## src/icc_pkg.sv

```systemverilog
// Notes on behaviour
// - on a qualifying pin event, record the selected 16-bit timebase count
// - falling-edge mode captures on every high-to-low transition
// - rising-edge mode captures on every low-to-high transition
// - both-edges mode captures on every transition
// - divide-by-four mode captures on each fourth rising edge
// - mode 101 captures on each sixteenth rising edge
// - mode 111 gives a rising-edge interrupt only while asleep or idle, no capture
// - mode 110 is unused and keeps the channel disabled
// - timebase select one picks first count, zero picks second count
// - captures-per-interrupt code 00..11 gives interrupt every 1..4 captures
// - captured values sit in a four-word fifo, read out in order
// - read-only overflow flag reads one after a capture overflow
// - read-only not-empty flag is one while a captured value remains unread
// - pin activity can wake the device from sleep and idle
package icc_pkg;

    // ------------------------------------------------------------
    // register map (byte offsets)
    // ------------------------------------------------------------
    localparam logic [11:0] ADDR_CONTROL  = 12'h000;
    localparam logic [11:0] ADDR_BUFFER   = 12'h004;
    localparam logic [11:0] ADDR_IRQ_STAT = 12'h008;
    localparam logic [11:0] ADDR_IRQ_MASK = 12'h00C;

    // ------------------------------------------------------------
    // control register fields
    // ------------------------------------------------------------
    localparam int CTL_MODE_LSB   = 0;
    localparam int CTL_BNE_BIT    = 3;
    localparam int CTL_OV_BIT     = 4;
    localparam int CTL_CPI_LSB    = 5;
    localparam int CTL_TBSEL_BIT  = 7;
    localparam int CTL_SIDL_BIT   = 13;
    localparam logic [15:0] CTL_RESET = 16'h0000;
    localparam logic [15:0] CTL_WMASK = 16'h20E7;

    // ------------------------------------------------------------
    // mode codes
    // ------------------------------------------------------------
    localparam logic [2:0] MODE_OFF    = 3'h0;
    localparam logic [2:0] MODE_BOTH   = 3'h1;
    localparam logic [2:0] MODE_FALL   = 3'h2;
    localparam logic [2:0] MODE_RISE   = 3'h3;
    localparam logic [2:0] MODE_RISE4  = 3'h4;
    localparam logic [2:0] MODE_RISE16 = 3'h5;
    localparam logic [2:0] MODE_UNUSED = 3'h6;
    localparam logic [2:0] MODE_WAKE   = 3'h7;

    // ------------------------------------------------------------
    // interrupt status bits, fifo size
    // ------------------------------------------------------------
    localparam int IRQ_CAPTURE = 0;
    localparam int IRQ_OVERRUN = 1;
    localparam int IRQ_WAKE    = 2;
    localparam int IRQ_BITS    = 3;
    localparam int FIFO_DEPTH  = 4;
    localparam int FIFO_AW     = 2;

endpackage

```

## src/icc_cap_if.sv

```systemverilog
`timescale 1ns/10ps
`default_nettype none
interface icc_cap_if;
    logic        push;
    logic [15:0] wdata;
    logic        pop;
    logic [15:0] rdata;
    logic        not_empty;
    logic        full;

    modport owner (output push, output wdata, output pop,
                   input rdata, input not_empty, input full);
    modport fifo  (input push, input wdata, input pop,
                   output rdata, output not_empty, output full);
endinterface
`default_nettype wire

```

## src/icc_fifo.sv

```systemverilog
`timescale 1ns/10ps
`default_nettype none
module icc_fifo (
    // clock and reset
    input  wire logic hclk,
    input  wire logic hresetn,
    // push and pop
    icc_cap_if.fifo   cap
);
    logic [15:0] mem_reg [icc_pkg::FIFO_DEPTH];
    logic [15:0] mem_next [icc_pkg::FIFO_DEPTH];
    logic [icc_pkg::FIFO_AW-1:0] wr_reg, wr_next, rd_reg, rd_next;
    logic [icc_pkg::FIFO_AW:0]   cnt_reg, cnt_next;
    logic do_push, do_pop;

    // a push into a full fifo is dropped here
    assign do_push = cap.push && (cnt_reg != 3'(icc_pkg::FIFO_DEPTH));
    assign do_pop  = cap.pop && (cnt_reg != 3'd0);

    always_comb begin
        mem_next = mem_reg;
        wr_next  = wr_reg;
        rd_next  = rd_reg;
        cnt_next = cnt_reg;
        if (do_push) begin
            mem_next[wr_reg] = cap.wdata;
            wr_next = wr_reg + 2'd1;
        end
        if (do_pop) begin
            rd_next = rd_reg + 2'd1;
        end
        cnt_next = cnt_reg + {2'd0, do_push} - {2'd0, do_pop};
    end

    always_ff @(posedge hclk or negedge hresetn) begin
        if (!hresetn) begin
            for (int i = 0; i < icc_pkg::FIFO_DEPTH; i++) begin
                mem_reg[i] <= 16'h0000;
            end
            wr_reg  <= '0;
            rd_reg  <= '0;
            cnt_reg <= '0;
        end else begin
            mem_reg <= mem_next;
            wr_reg  <= wr_next;
            rd_reg  <= rd_next;
            cnt_reg <= cnt_next;
        end
    end

    assign cap.rdata     = mem_reg[rd_reg];
    assign cap.not_empty = (cnt_reg != 3'd0);
    assign cap.full      = (cnt_reg == 3'(icc_pkg::FIFO_DEPTH));
endmodule // icc_fifo
`default_nettype wire

```

## src/icc_edge.sv

```systemverilog
`timescale 1ns/10ps
`default_nettype none
module icc_edge (
    // clock and reset
    input  wire logic       hclk,
    input  wire logic       hresetn,
    // raw pin and mode
    input  wire logic       pin_async,
    input  wire logic [2:0] mode,
    input  wire logic       asleep,
    // results
    output logic            capture_evt,
    output logic            wake_evt
);
    logic s1_reg, s2_reg, s3_reg;
    logic [3:0] pre_reg, pre_next;
    logic [2:0] mode_q_reg;
    logic rise, fall, hit;

    always_ff @(posedge hclk or negedge hresetn) begin
        if (!hresetn) begin
            s1_reg     <= 1'b0;
            s2_reg     <= 1'b0;
            s3_reg     <= 1'b0;
            pre_reg    <= 4'h0;
            mode_q_reg <= 3'h0;
        end else begin
            s1_reg     <= pin_async;
            s2_reg     <= s1_reg;
            s3_reg     <= s2_reg;
            pre_reg    <= pre_next;
            mode_q_reg <= mode;
        end
    end

    assign rise = s2_reg && !s3_reg;
    assign fall = !s2_reg && s3_reg;

    always_comb begin
        pre_next = pre_reg;
        hit      = 1'b0;
        // prescaler restarts whenever the mode changes
        if (mode != mode_q_reg) begin
            pre_next = 4'h0;
        end else begin
            case (mode)
                icc_pkg::MODE_BOTH:  hit = rise || fall;
                icc_pkg::MODE_FALL:  hit = fall;
                icc_pkg::MODE_RISE:  hit = rise;
                icc_pkg::MODE_RISE4: begin
                    if (rise) begin
                        pre_next = (pre_reg == 4'h3) ? 4'h0 : pre_reg + 4'h1;
                        hit = (pre_reg == 4'h3);
                    end
                end
                icc_pkg::MODE_RISE16: begin
                    if (rise) begin
                        pre_next = pre_reg + 4'h1;
                        hit = (pre_reg == 4'hF);
                    end
                end
                default: hit = 1'b0;
            endcase
        end
    end

    assign capture_evt = hit;
    assign wake_evt = (mode == icc_pkg::MODE_WAKE) && asleep && rise;
endmodule // icc_edge
`default_nettype wire

```

## src/icc_top.sv

```systemverilog
`timescale 1ns/10ps
`default_nettype none
module icc_top (
    // clock and reset
    input  wire logic        hclk,
    input  wire logic        hresetn,
    // ahb-lite slave
    input  wire logic        hsel,
    input  wire logic [11:0] haddr,
    input  wire logic [1:0]  htrans,
    input  wire logic        hwrite,
    input  wire logic [2:0]  hsize,
    input  wire logic [31:0] hwdata,
    input  wire logic        hready,
    output logic [31:0]      hrdata,
    output logic             hreadyout,
    output logic             hresp,
    // capture pin and timebases
    input  wire logic        capture_input_pin,
    input  wire logic [15:0] first_timebase_count,
    input  wire logic [15:0] second_timebase_count,
    // power state
    input  wire logic        cpu_sleep,
    input  wire logic        cpu_idle,
    // events out
    output logic             wake_request,
    output logic             irq
);
    // ------------------------------------------------------------
    // state
    // ------------------------------------------------------------
    icc_cap_if cap ();
    logic [15:0] ctl_reg, ctl_next;
    logic        ov_reg, ov_next;
    logic [1:0]  cpi_cnt_reg, cpi_cnt_next;
    logic [2:0]  stat_reg, stat_next;
    logic [2:0]  mask_reg, mask_next;
    logic        irq_reg, wake_reg;
    logic [31:0] rdata_reg, rdata_next;
    logic        wr_pend_reg;
    logic [11:0] wr_addr_reg;
    logic        rd_pop_next;
    logic        capture_evt, wake_evt, rate_hit;
    logic        addr_ok, asleep;
    logic [2:0]  mode;
    logic [1:0]  cpi;
    logic        stopped;

    assign mode = ctl_reg[icc_pkg::CTL_MODE_LSB +: 3];
    assign cpi  = ctl_reg[icc_pkg::CTL_CPI_LSB +: 2];
    assign asleep  = cpu_sleep || cpu_idle;
    // stop-in-idle halts capturing while the cpu idles; the wake-only
    // mode ignores every other control field, so it keeps running
    assign stopped = ctl_reg[icc_pkg::CTL_SIDL_BIT] && cpu_idle &&
                     (mode != icc_pkg::MODE_WAKE);

    icc_edge u_edge (
        .hclk        (hclk),
        .hresetn     (hresetn),
        .pin_async   (capture_input_pin),
        .mode        (stopped ? icc_pkg::MODE_OFF : mode),
        .asleep      (asleep),
        .capture_evt (capture_evt),
        .wake_evt    (wake_evt)
    );

    icc_fifo u_fifo (
        .hclk    (hclk),
        .hresetn (hresetn),
        .cap     (cap.fifo)
    );

    // ------------------------------------------------------------
    // capture path
    // ------------------------------------------------------------
    assign cap.wdata = ctl_reg[icc_pkg::CTL_TBSEL_BIT] ?
                       first_timebase_count : second_timebase_count;
    assign cap.push  = capture_evt;
    // pop as the read is taken, so a back-to-back read sees the next entry
    assign cap.pop   = rd_pop_next;
    // interrupt after cpi+1 captures actually stored
    assign rate_hit  = capture_evt && !cap.full && (cpi_cnt_reg == cpi);

    // ------------------------------------------------------------
    // ahb-lite decode
    // ------------------------------------------------------------
    assign addr_ok = hsel && hready && htrans[1];

    always_comb begin
        ctl_next     = ctl_reg;
        ov_next      = ov_reg;
        cpi_cnt_next = cpi_cnt_reg;
        stat_next    = stat_reg;
        mask_next    = mask_reg;
        rdata_next   = 32'h0000_0000;
        rd_pop_next  = 1'b0;

        // write data phase; register writes precede the event set below
        if (wr_pend_reg) begin
            case (wr_addr_reg)
                icc_pkg::ADDR_CONTROL: begin
                    ctl_next = (ctl_reg & ~icc_pkg::CTL_WMASK) |
                               (hwdata[15:0] & icc_pkg::CTL_WMASK);
                    // turning the channel off clears overflow and rate
                    if (hwdata[2:0] == icc_pkg::MODE_OFF) begin
                        ov_next      = 1'b0;
                        cpi_cnt_next = 2'd0;
                    end
                end
                icc_pkg::ADDR_IRQ_STAT: stat_next = stat_reg & ~hwdata[2:0];
                icc_pkg::ADDR_IRQ_MASK: mask_next = hwdata[2:0];
                default: ;
            endcase
        end

        // read address phase: data registered for the data phase; reads
        // use the post-write values so a read right after a write is fresh
        if (addr_ok && !hwrite) begin
            case (haddr)
                icc_pkg::ADDR_CONTROL: begin
                    rdata_next[15:0] = ctl_next;
                    rdata_next[icc_pkg::CTL_OV_BIT]  = ov_next;
                    rdata_next[icc_pkg::CTL_BNE_BIT] = cap.not_empty;
                end
                icc_pkg::ADDR_BUFFER: begin
                    rdata_next[15:0] = cap.rdata;
                    rd_pop_next = cap.not_empty;
                end
                icc_pkg::ADDR_IRQ_STAT: rdata_next[2:0] = stat_next;
                icc_pkg::ADDR_IRQ_MASK: rdata_next[2:0] = mask_next;
                default: rdata_next = 32'h0000_0000;
            endcase
        end

        // hardware events; set wins over a same-cycle clear
        if (capture_evt) begin
            if (cap.full) begin
                ov_next = 1'b1;
                stat_next[icc_pkg::IRQ_OVERRUN] = 1'b1;
            end else begin
                cpi_cnt_next = (cpi_cnt_reg == cpi) ? 2'd0
                                                    : cpi_cnt_reg + 2'd1;
            end
        end
        if (rate_hit) begin
            stat_next[icc_pkg::IRQ_CAPTURE] = 1'b1;
        end
        if (wake_evt) begin
            stat_next[icc_pkg::IRQ_WAKE] = 1'b1;
        end
    end

    // ------------------------------------------------------------
    // registers
    // ------------------------------------------------------------
    always_ff @(posedge hclk or negedge hresetn) begin
        if (!hresetn) begin
            ctl_reg     <= icc_pkg::CTL_RESET;
            ov_reg      <= 1'b0;
            cpi_cnt_reg <= 2'd0;
            stat_reg    <= 3'h0;
            mask_reg    <= 3'h0;
            rdata_reg   <= 32'h0000_0000;
            wr_pend_reg <= 1'b0;
            wr_addr_reg <= 12'h000;
            irq_reg     <= 1'b0;
            wake_reg    <= 1'b0;
        end else begin
            ctl_reg     <= ctl_next;
            ov_reg      <= ov_next;
            cpi_cnt_reg <= cpi_cnt_next;
            stat_reg    <= stat_next;
            mask_reg    <= mask_next;
            rdata_reg   <= rdata_next;
            wr_pend_reg <= addr_ok && hwrite;
            wr_addr_reg <= haddr;
            irq_reg     <= |(stat_next & mask_next);
            wake_reg    <= wake_evt || (asleep && capture_evt);
        end
    end

    // zero-wait slave: always ready, always okay
    assign hreadyout    = 1'b1;
    assign hresp        = 1'b0;
    assign hrdata       = rdata_reg;
    assign irq          = irq_reg;
    assign wake_request = wake_reg;
endmodule // icc_top
`default_nettype wire

```

## config.mk

```make
export PLATFORM = sky130hd
export DESIGN_NAME = icc_top
export DESIGN_NICKNAME = d
export VERILOG_FILES = /design/src/icc_pkg.sv /design/src/icc_cap_if.sv /design/src/icc_fifo.sv /design/src/icc_edge.sv /design/src/icc_top.sv
export SDC_FILE = /design/constraint.sdc
export NUM_CORES = 1
export LEC_CHECK = 0
export BUFFER_PORTS_ARGS = -buffer_cell sky130_fd_sc_hd__buf_2
export CAP_MARGIN = 20
export CORE_MARGIN = 2
export CORE_UTILIZATION = 55
export CTS_BUF_LIST = sky130_fd_sc_hd__clkbuf_4 sky130_fd_sc_hd__clkbuf_8
export DETAILED_ROUTE_END_ITERATION = 10
export GPL_TIMING_DRIVEN = 0
export PLACE_DENSITY_LB_ADDON = 0.25
export RECOVER_POWER = 50
export SLEW_MARGIN = 20
export SYNTH_ARGS = -nofsm -noshare
export SYNTH_HDL_FRONTEND = slang
export SYNTH_SLANG_ARGS = --single-unit
```

## constraint.sdc

```tcl
create_clock -name hclk -period 5.4 [get_ports hclk]
set_input_delay 1.08 -clock hclk [delete_from_list [all_inputs] [get_ports hclk]]
set_output_delay 1.08 -clock hclk [all_outputs]
set_load 0.02 [all_outputs]
```

==> results.py <==
metrics = {
    "timing": {
        "max_freq_mhz": 273,
        "finalHoldViolations": 0,
        "rsz0062_at_grt": "false",
        "fin_worst_skew_ns": 0.0112,
        "setup_ws_ns": 1.74,
        "fin_crit_sh": 0.677,
        "tns_ns": 0,
        "slew_violations": 50,
        "period_needed_ns": 3.66,
        "slew_headroom": -0.759,
        "setup_violations": 0,
        "worst_pin_slew_ns": 2.64,
    },
    "logic_synthesis": {
        "synth-seq-area-share": 0.546,
        "ys_types": 52,
        "synthCells": 421,
        "synth.avg_cell_area_um2": 13.9,
        "ys.warnings.count": 0,
        "synth_edf_count": 0,
        "ys_ff_latch": 128,
        "syn_area_mm2": 0.00587,
        "synthArstFlopShare": 1.00,
        "ys.flop_type": "dfrtp_1",
    },
    "place": {
        "port_buffers": 77,
        "placed_area_mm2": 0.00652,
        "gp_congestion": 0.831,
        "hpwlAfterDp_mm": 7.90,
        "place_ws_ns": 1.24,
    },
    "global_routing": {
        "grt_pass1_wl_mm": 18.7,
        "grt_util_met1": 0.268,
        "grt_pass1_vias": 3881,
        "top_usage_layer": "met2",
        "grt_max_degree": 80,
        "grt_usage": 0.215,
        "overflow": 0,
        "antenna_found_initial": 0,
        "grt_use_met3": 0.0605,
        "grt_use_met2": 0.367,
    },
    "route": {
        "wire_per_inst_um": 16.3,
        "vias": 3640,
        "drc": 0,
        "drt_iter0_drc": 108,
        "avgViaCountPerCell": 5.34,
        "wirelength_mm": 11.1,
        "dr.pass1.iters": 4,
        "ant_nets": 0,
    },
    "setup_path": {
        "r2r-start": "ctl_reg[0]$_DFF_PN0_",
        "crit_required_ns": 5.76,
        "endpoint_kind": "register",
        "path_max_fanout": 8,
        "crit_path_start": "hwrite",
        "start_kind": "input pin",
        "cp.arrival_ns": 4.02,
        "worst-setup-path-type": "in2reg",
    },
    "cells_and_area": {
        "final_core_util": 0.666,
        "layout-drive-gt1-share": 0.436,
        "syn_to_final_growth_pct": 17.2,
        "regArea_mm2": 0.00320,
        "nFillCells": 780,
        "nets": 633,
        "final_area_mm2": 0.00688,
        "multi_input_area_mm2": 0.00245,
        "largest_reg_flops": 64,
        "diodes": 0,
    },
    "die": {
        "dieArea_mm2": 0.0115,
        "initial_utilization": 0.568,
        "die_h_um": 107,
        "rows": 37,
        "die_w_um": 107,
        "placeableCoreArea_mm2": 0.0103,
        "io-pin-count": 125,
    },
    "cts": {
        "cts_tree": "yes",
        "cts.path.max_buffers": 2,
        "htreeDepth": 4,
        "cts-root-buf": "clkbuf_8",
        "cts_resized": 0,
        "clock-sinks": 128,
        "cts_buffers": 17,
        "clk_latency_ns": 0.44,
        "cts.reportedPaths.clkPinSlew_ns": 0.07,
        "holdBufCountCts": 0,
        "cts_setup_buffers": 0,
    },
    "power_and_ir_drop": {
        "finalPower_w": 0.00185,
        "p_leak_nw": 3.53,
        "ir_drop_uv": 187,
        "powerDensity_mw_per_mm2": 270,
    },
    "flow_run": {
        "maxCapViolCount": 1,
    },
    "min_path": {
        "min_path_type": "reg2reg",
        "hold_start": "u_edge.s1_reg$_DFF_PN0_",
    },
    "outcome": {
        "status": "finished with violations",
        "violations": "max-capacitance violations, max-slew violations",
    },
}
-- kinds of logic (layout without fill, tap and decap cells) --
| logic type | after synthesis | in the layout | share of synthesized area |
|---|---|---|---|
| compound gates | 35 | 35 | 0.0405 |
| simple gates | 76 | 76 | 0.0772 |
| xor+xnor | 12 | 12 | 0.0179 |
| fa+ha+maj | 10 | 10 | 0.0226 |
| flops | 128 | 128 | 0.546 |
| mux | 110 | 110 | 0.248 |
| buf+inv | 48 | 157 | 0.0471 |
| other cells | 2 | 18 | 0.00128 |
-- worst paths after layout --
path / endpoint / slack, ns / depth (start not counted)
worst max-delay path: u_fifo.cnt_reg[2]$_DFF_PN0_ / 1.74 / 13
worst min register to register: u_edge.s2_reg$_DFF_PN0_ / 0.36 / 0
max in group asynchronous: cpi_cnt_reg[1]$_DFF_PN0_ / 2.44 / 1
min in group asynchronous: wr_addr_reg[5]$_DFF_PN0_ / 1.47 / 1
worst max register to register: u_fifo.cnt_reg[2]$_DFF_PN0_ / 2.55 / 11
worst min-delay path: u_edge.s2_reg$_DFF_PN0_ / 0.36 / 0
-- synth_stat cells, drive strengths merged (4+ instances only) --
cell / instances / area, um^2
ha: 9 / 113
dfrtp: 128 / 3200
and2: 4 / 25.0
nand2b: 7 / 43.8
nand3: 5 / 30.0
buf: 25 / 190
nor3: 5 / 36.3
a211oi: 4 / 30.0
nor3b: 4 / 30.0
mux4: 16 / 360
and3: 10 / 62.6
nor2: 11 / 41.3
nor4: 5 / 46.3
xor2: 8 / 70.1
xnor2: 4 / 35.0
clkbuf: 6 / 22.5
o21ai: 9 / 45.0
a21oi: 4 / 20.0
nand2: 17 / 78.8
mux2: 91 / 1060
inv: 17 / 63.8
-- per-stage QoR --
| step | hold WS [ns] | cells |
|---|---|---|
| floorplan | 0.331 | 437 |
| global placement | 0.336 | 650 |
| detailed placement | 0.343 | 651 |
| CTS | 0.360 | 682 |
| global route | 0.364 | 682 |
| finish | 0.357 | 682 |
-- per-layer routing --
| metal | wire length (um) | vias to the layer above |
|---|---|---|
| met3 | 562 | 9 |
| met2 | 5750 | 96 |
| met1 | 4720 | 1837 |
| met4 | 87 | 0 |
| met5 | 0 | - |
| li1 | - | 1698 |
-- layout by cell type (no fill, tap or decap), drive strengths merged, types with 9 or more instances in the layout --
cell type	instances
and3	10
buf	92
clkbuf	34
conb	18
dfrtp	128
ha	9
inv	17
mux2	91
mux4	16
nand2	17
nor2	11
o21ai	9
-- final cells by class --
cell class,instances,area share
Clock inverter,14,0.0211
Timing Repair Buffer,78,0.0580
Multi-Input combinational cell,261,0.356
Buffer,31,0.0309
Sequential cell,128,0.466
Clock buffer,17,0.0340
Inverter,17,0.00928
Tap cell,136,0.0247
-- power breakdown --
group / internal (W) / total [W] / switching, W
Combinational: 0.0000416 / 0.0000982 / 0.0000567
Clock: 0.000405 / 0.000779 / 0.000374
Sequential: 0.000970 / 0.000977 / 0.00000679
Total: 0.00142 / 0.00185 / 0.000437
-- critical path, stage by stage --
cell and delay [ns]:
buf_2 0.11, nor4_1 0.34, nand3_1 0.23, nor2_1 0.49, nand2_1 0.32, nor2_1 0.25, ha_1 0.26, inv_1 0.06
ha_1 0.12, inv_1 0.04, fa_1 0.38, xnor2_1 0.19, xnor2_1 0.13
Power figures use the tool's default switching activity.
